==> src/sfsr_map.vh <==
// Constants for the serial flash status register block
`ifndef SFSR_MAP_VH
`define SFSR_MAP_VH

// Opcodes handled inside this block
`define SFSR_OPC_RD_STATUS 8'h05
`define SFSR_OPC_WR_STATUS 8'h01

// Status byte field positions
`define SFSR_BIT_LOCK 7
`define SFSR_BIT_SEQ 6
`define SFSR_BIT_FAIL 5
`define SFSR_BIT_PIN 4
`define SFSR_BIT_SWP_HI 3
`define SFSR_BIT_SWP_LO 2
`define SFSR_BIT_WEL 1
`define SFSR_BIT_BUSY 0

// Reset values of the status fields
`define SFSR_RST_LOCK 1'b0
`define SFSR_RST_SEQ 1'b0
`define SFSR_RST_FAIL 1'b0
`define SFSR_RST_SWP 2'b11
`define SFSR_RST_WEL 1'b0
`define SFSR_RST_BUSY 1'b0

// Bit counts of a frame
`define SFSR_OPC_LAST 5'd7
`define SFSR_DATA_LAST 5'd15
`define SFSR_FRAME_BITS 5'd16
`define SFSR_BYTE_LAST 3'd7

`endif

==> src/sfsr_status.v <==
// Status register logic of a serial flash behind an SPI slave port
// What this block does
// Chip select low plus opcode 05h starts status bits on the data out.
// After bit 0 the byte repeats from bit 7 while clocking continues.
// Every repeated byte is a fresh snapshot of the live flags.
// Status read is accepted at any time, even while busy.
// Chip select high ends the read and floats the data out at once.
// Lock set refuses protect, unprotect and global protect changes.
// Lock flag clears on reset.
// With guard pin asserted the lock may only go from 0 to 1.
// Status write stores only bit 7; other bits show internal state.
// Bit 6 shows sequential program mode; reset gives byte/page mode.
// Bit 5 is updated after each erase or program: 1 on failure.
// An aborted erase or program leaves the error flag alone.
// Bit 4 reads 0 with the guard pin asserted, 1 when released.
// Bits 3:2 summarise sector protection, all protected by default.
// Write enable latch clear rejects all modifying commands.
// Write enable latch clears on reset.
// Latch clears when write disable, status write or any op ends.
// Sequential programming end or abort clears the latch.
// A partial or unknown opcode never clears a set latch.
// Bit 0 reads 1 while a self-timed operation runs.
// The host polls status bytes until bit 0 falls.
// Status write is 01h then one byte, needs the latch set first.
// Bits are taken on rising clock, sent MSB first on falling clock.
`timescale 1ns/1ps
`include "sfsr_map.vh"

module sfsr_status #(
    parameter [7:0] OPC_WR_EN = 8'h06,
    parameter [7:0] OPC_WR_DIS = 8'h04,
    parameter [7:0] OPC_PROT = 8'h36,
    parameter [7:0] OPC_UNPROT = 8'h39
) (
    // Clock and reset
    input wire mclk_i,
    input wire srst_i,
    // SPI pins
    input wire cs_n_i,
    input wire sck_i,
    input wire si_i,
    output reg so_o,
    output reg so_oe_o,
    // Guard pin, active low
    input wire guard_n_i,
    // State from the program and erase engine
    input wire op_in_progress_i,
    input wire sequential_prog_i,
    input wire [1:0] soft_protect_i,
    input wire op_end_i,
    input wire op_abort_i,
    input wire op_fail_i,
    input wire hold_abort_i,
    // Opcodes handed to the engine
    output reg fwd_vld_o,
    output reg [7:0] fwd_code_o,
    output reg fwd_ok_o,
    // Global protect request
    output reg glob_vld_o,
    output reg [3:0] glob_bits_o,
    // Flag levels for the engine
    output reg lock_o,
    output reg wel_o
);

    // Synchroniser stages
    reg cs_s1_q;
    reg cs_s2_q;
    reg cs_s3_q;
    reg sck_s1_q;
    reg sck_s2_q;
    reg sck_s3_q;
    reg si_s1_q;
    reg si_s2_q;
    reg wp_s1_q;
    reg wp_s2_q;

    // Receive side
    reg [4:0] bcnt_q;
    reg [7:0] rx_q;
    reg [7:0] opc_q;
    reg opc_evt_q;
    reg [7:0] wdat_q;
    reg wfull_q;
    reg wpend_q;

    // Transmit side
    reg rd_q;
    reg [2:0] tcnt_q;
    reg [7:0] tx_q;
    reg first_q;

    // Status flags
    reg lock_q;
    reg seq_q;
    reg fail_q;
    reg pin_q;
    reg [1:0] swp_q;
    reg wel_q;
    reg busy_q;

    wire cs_on;
    wire sck_rise;
    wire sck_fall;
    wire cs_end;
    wire [7:0] live;
    wire [7:0] rx_next;
    wire is_prot;
    wire wel_set;
    wire wel_clr;
    reg wel_d;

    // Two flip-flops on every pin before use
    // Pins are asynchronous to the system clock, so every pin passes two
    // flip-flops first; the third clock and select stages only feed the
    // edge detectors and never see a raw pin level.
    // Reset values match idle pins, so no false edge follows reset.
    always @(posedge mclk_i) begin
        if (srst_i) begin
            cs_s1_q <= 1'b1;
            cs_s2_q <= 1'b1;
            cs_s3_q <= 1'b1;
            sck_s1_q <= 1'b0;
            sck_s2_q <= 1'b0;
            sck_s3_q <= 1'b0;
            si_s1_q <= 1'b0;
            si_s2_q <= 1'b0;
            wp_s1_q <= 1'b1;
            wp_s2_q <= 1'b1;
        end else begin
            cs_s1_q <= cs_n_i;
            cs_s2_q <= cs_s1_q;
            cs_s3_q <= cs_s2_q;
            sck_s1_q <= sck_i;
            sck_s2_q <= sck_s1_q;
            sck_s3_q <= sck_s2_q;
            si_s1_q <= si_i;
            si_s2_q <= si_s1_q;
            wp_s1_q <= guard_n_i;
            wp_s2_q <= wp_s1_q;
        end
    end

    // Frame and clock edge detection
    assign cs_on = ~cs_s2_q;
    assign sck_rise = sck_s2_q & ~sck_s3_q;
    assign sck_fall = ~sck_s2_q & sck_s3_q;
    assign cs_end = cs_s2_q & ~cs_s3_q;
    assign rx_next = {rx_q[6:0], si_s2_q};

    // Live status byte as seen now
    assign live = {lock_q, seq_q, fail_q, pin_q, swp_q, wel_q, busy_q};

    // Receive shifter: opcode then one data byte, extra bits ignored
    always @(posedge mclk_i) begin
        if (srst_i) begin
            bcnt_q <= 5'd0;
            rx_q <= 8'h00;
            opc_q <= 8'h00;
            opc_evt_q <= 1'b0;
            wdat_q <= 8'h00;
            wfull_q <= 1'b0;
        end else begin
            opc_evt_q <= 1'b0;
            if (!cs_on) begin
                bcnt_q <= 5'd0;
            end else if (sck_rise && bcnt_q != `SFSR_FRAME_BITS) begin
                rx_q <= rx_next;
                bcnt_q <= bcnt_q + 5'd1;
                if (bcnt_q == `SFSR_OPC_LAST) begin
                    opc_q <= rx_next;
                    opc_evt_q <= 1'b1;
                end
                if (bcnt_q == `SFSR_DATA_LAST) begin
                    wdat_q <= rx_next;
                    wfull_q <= 1'b1;
                end
            end
            if (cs_end) begin
                wfull_q <= 1'b0;
            end
        end
    end

    // Protect and unprotect opcodes are refused while locked
    assign is_prot = (opc_q == OPC_PROT) || (opc_q == OPC_UNPROT);

    // Hand complete opcodes not handled here to the engine
    always @(posedge mclk_i) begin
        if (srst_i) begin
            fwd_vld_o <= 1'b0;
            fwd_code_o <= 8'h00;
            fwd_ok_o <= 1'b0;
        end else begin
            fwd_vld_o <= 1'b0;
            if (opc_evt_q && opc_q != `SFSR_OPC_RD_STATUS &&
                opc_q != `SFSR_OPC_WR_STATUS && opc_q != OPC_WR_EN &&
                opc_q != OPC_WR_DIS) begin
                fwd_vld_o <= 1'b1;
                fwd_code_o <= opc_q;
                fwd_ok_o <= wel_q & ~(lock_q & is_prot);
            end
        end
    end

    // Status read transmitter, no busy gating
    // The first falling edge after the opcode, and every eighth one after
    // it, takes a new snapshot of the live flags, so a host that keeps
    // clocking sees busy and the other flags change during the read.
    // Chip select high at any bit drops the enable without waiting for
    // a byte boundary.
    always @(posedge mclk_i) begin
        if (srst_i) begin
            rd_q <= 1'b0;
            tcnt_q <= 3'd0;
            tx_q <= 8'h00;
            first_q <= 1'b0;
            so_o <= 1'b0;
            so_oe_o <= 1'b0;
        end else if (!cs_on) begin
            rd_q <= 1'b0;
            tcnt_q <= 3'd0;
            first_q <= 1'b0;
            so_oe_o <= 1'b0;
        end else begin
            if (opc_evt_q && opc_q == `SFSR_OPC_RD_STATUS) begin
                rd_q <= 1'b1;
                first_q <= 1'b1;
            end
            if (sck_fall && rd_q) begin
                so_oe_o <= 1'b1;
                first_q <= 1'b0;
                if (first_q || tcnt_q == 3'd0) begin
                    so_o <= live[7];
                    tx_q <= {live[6:0], 1'b0};
                    tcnt_q <= `SFSR_BYTE_LAST;
                end else begin
                    so_o <= tx_q[7];
                    tx_q <= {tx_q[6:0], 1'b0};
                    tcnt_q <= tcnt_q - 3'd1;
                end
            end
        end
    end

    // Pending status write needs the whole opcode
    always @(posedge mclk_i) begin
        if (srst_i) begin
            wpend_q <= 1'b0;
        end else if (cs_end) begin
            wpend_q <= 1'b0;
        end else if (opc_evt_q && opc_q == `SFSR_OPC_WR_STATUS) begin
            wpend_q <= 1'b1;
        end
    end

    // Lock flag and global protect request
    // The status write acts only when chip select rises after a full
    // data byte; a cut byte changes nothing here but still clears the
    // write enable latch below.
    // Clearing the lock is refused while the guard pin is asserted.
    always @(posedge mclk_i) begin
        if (srst_i) begin
            lock_q <= `SFSR_RST_LOCK;
            glob_vld_o <= 1'b0;
            glob_bits_o <= 4'h0;
        end else begin
            glob_vld_o <= 1'b0;
            if (cs_end && wpend_q && wfull_q && wel_q) begin
                if (!(~wp_s2_q && lock_q && !wdat_q[7])) begin
                    lock_q <= wdat_q[7];
                    if (!lock_q) begin
                        glob_vld_o <= 1'b1;
                        glob_bits_o <= wdat_q[5:2];
                    end
                end
            end
        end
    end

    // Write enable latch events; a set beats a clear in one cycle
    // An engine clear can meet a write enable opcode in one cycle; the
    // set wins so that a write enable from the host is never lost.
    assign wel_set = opc_evt_q && opc_q == OPC_WR_EN;
    assign wel_clr = (opc_evt_q && opc_q == OPC_WR_DIS) ||
                     (cs_end && wpend_q) ||
                     (opc_evt_q && is_prot && lock_q) ||
                     op_end_i ||
                     hold_abort_i;

    // Next latch value
    always @* begin
        wel_d = wel_q;
        if (wel_set) begin
            wel_d = 1'b1;
        end else if (wel_clr) begin
            wel_d = 1'b0;
        end
    end

    // Write enable latch register
    always @(posedge mclk_i) begin
        if (srst_i) begin
            wel_q <= `SFSR_RST_WEL;
        end else begin
            wel_q <= wel_d;
        end
    end

    // Error flag updated on completed operations only
    always @(posedge mclk_i) begin
        if (srst_i) begin
            fail_q <= `SFSR_RST_FAIL;
        end else if (op_end_i && !op_abort_i) begin
            fail_q <= op_fail_i;
        end
    end

    // Flags mirrored from the engine and the guard pin
    always @(posedge mclk_i) begin
        if (srst_i) begin
            seq_q <= `SFSR_RST_SEQ;
            pin_q <= 1'b1;
            swp_q <= `SFSR_RST_SWP;
            busy_q <= `SFSR_RST_BUSY;
        end else begin
            seq_q <= sequential_prog_i;
            pin_q <= wp_s2_q;
            swp_q <= soft_protect_i;
            busy_q <= op_in_progress_i;
        end
    end

    // Flag levels for the engine
    always @(posedge mclk_i) begin
        if (srst_i) begin
            lock_o <= `SFSR_RST_LOCK;
            wel_o <= `SFSR_RST_WEL;
        end else begin
            lock_o <= lock_q;
            wel_o <= wel_q;
        end
    end

endmodule // sfsr_status

==> config.mk <==
export PLATFORM = sky130hd
export DESIGN_NAME = sfsr_status
export DESIGN_NICKNAME = d
export VERILOG_FILES = /design/src/sfsr_status.v
export VERILOG_INCLUDE_DIRS = /design/src
export SDC_FILE = /design/constraint.sdc
export NUM_CORES = 1
export LEC_CHECK = 0
export BUFFER_PORTS_ARGS = -buffer_cell sky130_fd_sc_hd__buf_2
export CORE_ASPECT_RATIO = 0.5
export CORE_MARGIN = 2
export CORE_UTILIZATION = 45
export DETAILED_ROUTE_END_ITERATION = 6
export SLEW_MARGIN = 30
export SYNTH_ARGS = -nofsm -noshare
export SYNTH_HDL_FRONTEND = slang
export SYNTH_SLANG_ARGS = --single-unit
==> constraint.sdc <==
create_clock -name mclk_i -period 2.03 [get_ports mclk_i]
set_input_delay 0.1015 -clock mclk_i [delete_from_list [all_inputs] [get_ports mclk_i]]
set_output_delay 0.1015 -clock mclk_i [all_outputs]
set_load 0.01 [all_outputs]
==> out/metrics.yaml, run 1 <==
status: "finished, final reports clean"
grt_max_degree: 47
grt_pass1_wl_um: 9890
fin_ws_ps: 236
path_clk_slew_ps: 60
whs_ps: 10.9
pin_count: 33
path_cells: "inv_1 > ha_1 > nor4bb_1 > buf_4 > nor4_2 > buf_4 > mux2i_1 > nor2_1"
clock_sinks: 77
slew_violations: 0
rows: 21
syn_to_final_growth_pct: 19.8
grt_setup_unrepaired: "false"
synthDistinctLibCells: 45
p_switching_uw: 659
place_congestion: 0.795
ys_async_sr_fraction: 0
worst_slew_pin_slew_ps: 501
synth_seq_cells: 77
grt_pass1_vias: 2040
final_net_count: 367
synth_edf_count: 0
yosys_warnings: 0
layout_min_cycle_time_ps: 1790
wire_per_inst_um: 13.2
crit_start: "bcnt_q[0]"
port_buffers: 32
startpoint_type: "flop"
seq_area_frac_synth: 0.511
reg2reg_slack_ps: 240
start_util: 0.458
ir_drop_v: 0.000521
overflow: 0
initialDrtViolationCount: 143
dieArea_mm2: 0.00742
cts_tree: "yes"
synthesis.nets: 329
max_stage_delay_ps: 390
final_cell_mix: "dfxtp_1, nor2_1, buf_2"
hold_viol: 0
p_sw_frac: 0.214
crit_top_cell: "buf_4"
postSynthAreaPerCell_um2: 9.74
yosys-top-cells-area: "dfxtp_1, mux2i_1, nor2_1, nor2b_1, a311oi_1"
routed_wl_um: 5900
synthFlopType: "dfxtp_1"
clock_skew_ps: 7.22
timing.slew.headroom: 0.665
cts_max_level: 3
drc: 0
antenna_left: 0
arrival_ps: 2010
clock_power_share: 0.478
mostFrequentLayoutCell: "dfxtp_1"
dp_slack_ps: 246
drv_cap: 0
powerDensity_mw_per_mm2: 851
numCtsBuffers: 9
grt.total_usage: 0.175
syn_area_mm2: 0.00302
r2r_start: "bcnt_q[0]"
fin_crit_sh: 0.884
path_max_fanout: 9
vias_per_cell: 5.00
dr.pass1.iters: 4
dp_hpwl_um: 3930
yosys.area.top_type: "dfxtp_1"
combPwrFrac: 0.025
drive_gt1_frac: 0.201
cp_slowest_cell: "dfxtp_1"
finalSetupViolations: 0
post_cts_resized: 0
routed-via-count: 2224
seq_power_share: 0.497
cts_root_buf: "clkbuf_16"
total_leakage_power_uw: 0.00131
setup-tns-final_ps: 0
coreArea_mm2: 0.00660
grt_antenna_before_repair: 0
floorplan.die.height_um: 61.9
netlist.area_leader.share: 0.511
die_w_um: 120
syn_inst: 310
antenna_cells: 0
crit_type: "flop to flop"
clk_latency_ps: 330
hold_path_class: "input port to flop"
cts.path.max_buffers: 2
hold_start: "op_fail_i"
fmax_mhz: 557
required_ps: 2250
critPathCaptureType: "flop"
p_int_uw: 2420
[synthesized netlist by cell type (2+ instances only)]
cell       n
o21a_1     2
ha_1       5
o211ai_1   3
nor4bb_1   3
o21ai_0   11
or2_2      8
xnor2_1    2
or2_1      2
nor2_1    43
clkbuf_1  12
and3b_1    3
mux2i_1   25
a311oi_1   9
dfxtp_1   77
buf_6      2
inv_1      9
nand2b_1   5
a21oi_1   15
buf_2      2
o21ai_1    9
nand3_1    4
buf_4      5
nor2b_1   16
nand2_1   12
and3_1     2
nand3b_1   4
nor4_1     2
[metrics by stage]
step / power, uW / cell area [um^2] / util / std cells
floorplan: 1600 / 3020 / - / 310
global placement: 1630 / 3260 / 0.494 / 421
detailed placement: 1630 / 3260 / 0.494 / 421
CTS: 3100 / 3620 / 0.548 / 445
global route: 3180 / 3620 / 0.548 / 445
finish: 3080 / 3620 / 0.548 / 445
[flip-flops by register name, summed over array words and instances, names as in the netlist, 2 cells and up]
| name | cells |
|---|---|
| fwd_code_o | 8 |
| opc_q | 8 |
| rx_q | 7 |
| tx_q | 7 |
| bcnt_q | 5 |
| wdat_q | 5 |
| glob_bits_o | 4 |
| tcnt_q | 3 |
| swp_q | 2 |
[logic make-up (layout without fill, tap and decap cells)]
kind of cell / Yosys count / after routing / synth area share
flops: 77 / 77 / 0.511
xor+xnor: 2 / 2 / 0.00580
buf+inv: 31 / 74 / 0.0506
simple gates: 115 / 115 / 0.214
fa+ha+maj: 5 / 5 / 0.0207
mux: 25 / 25 / 0.0829
compound gates: 55 / 55 / 0.115
[repair_timing]
action	4_1_cts	5_1_grt
hold buffers	8	0
endpoints found under the hold margin	8	0
endpoints found under the setup margin	0	0
buffers inserted	0	0
[routing by layer]
layer  GRT usage  routed length, um  up-vias
met5           0                  0        -
met4      0.0655                 61        0
met3      0.0575                201        4
met2       0.295               2710       30
met1       0.216               2930     1041
li1            -                  -     1149
[area by class of cell]
cell class / instances / area, um^2
tap: 92 / 115
sequential: 77 / 1540
fill: 604 / 2980
inverter: 10 / 37.5
clock buffer: 10 / 239
timing repair buffer: 48 / 313
multi-input combinational: 202 / 1330
clock inverter: 6 / 38.8
[final timing paths]
path,depth (start not counted),endpoint
worst min-delay path,3,fail_q
worst min register to register,1,wp_s2_q
worst max-delay path,8,opc_q[7]
worst max register to register,8,opc_q[7]
[power by group through the flow]
stage | clock (uW) | sequential [uW] | combinational (uW)
2_1_floorplan | 0 | 1560 | 42.4
3_3_place_gp | 0 | 1560 | 62.9
3_5_place_dp | 0 | 1560 | 64.3
4_1_cts | 1500 | 1530 | 76.3
5_1_grt | 1560 | 1530 | 83.9
6_report | 1470 | 1530 | 75.6
[worst max-delay path, delay by kind of cell, from the launching register on]
kind	cells	cell delay, ps
buf+inv	3	470
simple gates	3	410
flops	1	390
mux	1	220
fa+ha+maj	1	200
Note: power is estimated with default switching activity, not from simulation.
==> run 2, diff against run 1 <==
--- a/config.mk
+++ b/config.mk
@@ -6,7 +6,9 @@
 export SDC_FILE = /design/constraint.sdc
 export NUM_CORES = 1
 export LEC_CHECK = 0
+export ABC_AREA = 1
 export BUFFER_PORTS_ARGS = -buffer_cell sky130_fd_sc_hd__buf_2
+export CAP_MARGIN = 20
 export CORE_ASPECT_RATIO = 0.5
 export CORE_MARGIN = 2
 export CORE_UTILIZATION = 45
==> out/metrics.yaml, run 2 <==
cts_max_level: 3
dp_hpwl_um: 4110
critPathCaptureType: "flop"
drc: 0
start_util: 0.478
crit_family: "simple AND/OR/NAND/NOR gates"
wire_per_inst_um: 11.3
place_congestion: 0.792
cts.path.max_buffers: 2
vias_per_cell: 4.72
cts_hold_buf: 8
grt_antenna_before_repair: 0
timing.slew.headroom: 0.646
die_w_um: 119
path_clk_slew_ps: 50
seq_area_frac_synth: 0.517
p_int_uw: 2480
numCtsBuffers: 9
grt_pass1_vias: 2234
nFillCells: 590
startpoint_type: "flop"
fin_area_mm2: 0.00357
grt_pass1_wl_um: 9800
clock_skew_ps: 4.31
pin_count: 33
postSynthAreaPerCell_um2: 7.93
setup-tns-final_ps: 0
required_ps: 2230
cts_tree: "yes"
dr.pass1.iters: 4
whs_ps: 39.1
rows: 20
yosys_warnings: 0
grt.total_usage: 0.177
reg_top3: "fwd_code_o x8, opc_q x8"
routed_wl_um: 5770
drive_gt1_frac: 0.175
drv_cap: 0
finalSetupViolations: 0
cp_slowest_cell: "dfxtp_1"
syn_area_mm2: 0.00298
seq_power_share: 0.499
hold_path_class: "input port to flop"
p_sw_frac: 0.193
synthFlopType: "dfxtp_1"
dieArea_mm2: 0.00733
coreArea_mm2: 0.00623
combPwrFrac: 0.026
arrival_ps: 1990
grt_setup_unrepaired: "false"
postCtsSetupRepairBufs: 0
place_area_mm2: 0.00321
clk_latency_ps: 330
powerDensity_mw_per_mm2: 863
path_cells: "inv_1 > ha_1 > ha_1 > nor2_2 > clkinv_1 > nor2_1 > a221oi_1"
fmax_mhz: 559
grt_max_degree: 25
synth_most_common_cell: "dfxtp_1"
crit_top_cell: "ha_1"
slew_violations: 0
clock_sinks: 77
layout_min_cycle_time_ps: 1790
antenna_left: 0
max_stage_delay_ps: 340
port_buffers: 32
routed-via-count: 2417
final_util: 0.573
floorplan.die.height_um: 61.5
netlist.area_leader.share: 0.517
p_switching_uw: 595
yosys.area.top_type: "dfxtp_1"
synthesis.nets: 395
initialDrtViolationCount: 84
synthDistinctLibCells: 28
mostFrequentLayoutCell: "dfxtp_1"
cts_root_buf: "clkbuf_16"
critical_path_buf_inv_count: 2
clock_power_share: 0.475
synth_common_cells: "dfxtp_1, nor2_1, nand2_1, inv_1, o21ai_0"
ys_async_sr_fraction: 0
total_leakage_power_uw: 0.00154
ir_drop_v: 0.000574
hold_viol: 0
status: "finished, final reports clean"
crit_type: "flop to flop"
synth_seq_cells: 77
fin_crit_sh: 0.881
yosys-top-cells-area: "dfxtp_1, nor2_1, nand2_1, inv_1, o21ai_0"
syn_to_final_growth_pct: 19.7
worst_slew_pin_slew_ps: 529
final_cell_mix: "dfxtp_1, nor2_1, nand2_1"
post_cts_resized: 0
final_net_count: 439
synth_edf_count: 0
syn_inst: 376
antenna_cells: 0
overflow: 0
path_max_fanout: 9
## run 2: tightest hold or removal path, stage by stage
cell     delay (ps)
buf_2            90
nand3_1          70
a21oi_1          60
## run 2: path summary, 6_finish.rpt
check,cells after the start,end,startpoint,slack [ps]
worst min-delay path,3,fail_q,op_fail_i,40
worst max register to register,7,tcnt_q[2],tcnt_q[0],240
worst min register to register,2,sck_s2_q,sck_s1_q,400
worst max-delay path,7,tcnt_q[2],tcnt_q[0],240
## run 2: power groups by stage
stage | Combinational (uW) | Clock (uW) | Sequential [uW]
after CTS | 82.8 | 1510 | 1540
final | 81.5 | 1460 | 1540
after global routing | 94.0 | 1590 | 1540
after global placement | 69.1 | 0 | 1570
after floorplan | 46.7 | 0 | 1560
after detailed placement | 71.4 | 0 | 1570
## run 2: per-stage QoR
step	std cells	total power [uW]	setup slack (ps)
4_1_cts	512	3130	229
3_3_place_gp	489	1640	349
3_5_place_dp	489	1640	241
2_1_floorplan	376	1610	472
5_1_grt	512	3220	24.0
6_report	512	3080	242
## run 2: cell type report
| cell class | count | area [um^2] | area share |
|---|---|---|---|
| Inverter | 43 | 161 | 0.0452 |
| Clock inverter | 1 | 5.00 | 0.00140 |
| Timing Repair Buffer | 43 | 263 | 0.0736 |
| Clock buffer | 14 | 274 | 0.0768 |
| Sequential cell | 77 | 1540 | 0.432 |
| Multi-Input combinational cell | 246 | 1210 | 0.340 |
| Tap cell | 88 | 110 | 0.0309 |
## run 2: cells by family after synthesis
group,Yosys count,share of synthesized area
adder cells (fa/ha/maj),5,0.0210
AND/OR/NAND/NOR,174,0.258
buffers and inverters,53,0.0756
flip-flops,77,0.517
AO/OA/AOI/OAI,66,0.126
XOR/XNOR,1,0.00294
## run 2: layer usage
layer	vias to the layer above	track usage	wire length (um)
li1	1299	-	-
met1	1078	0.204	2840
met2	36	0.304	2610
met3	4	0.0769	290
met4	0	0.0629	40
met5	-	0	0
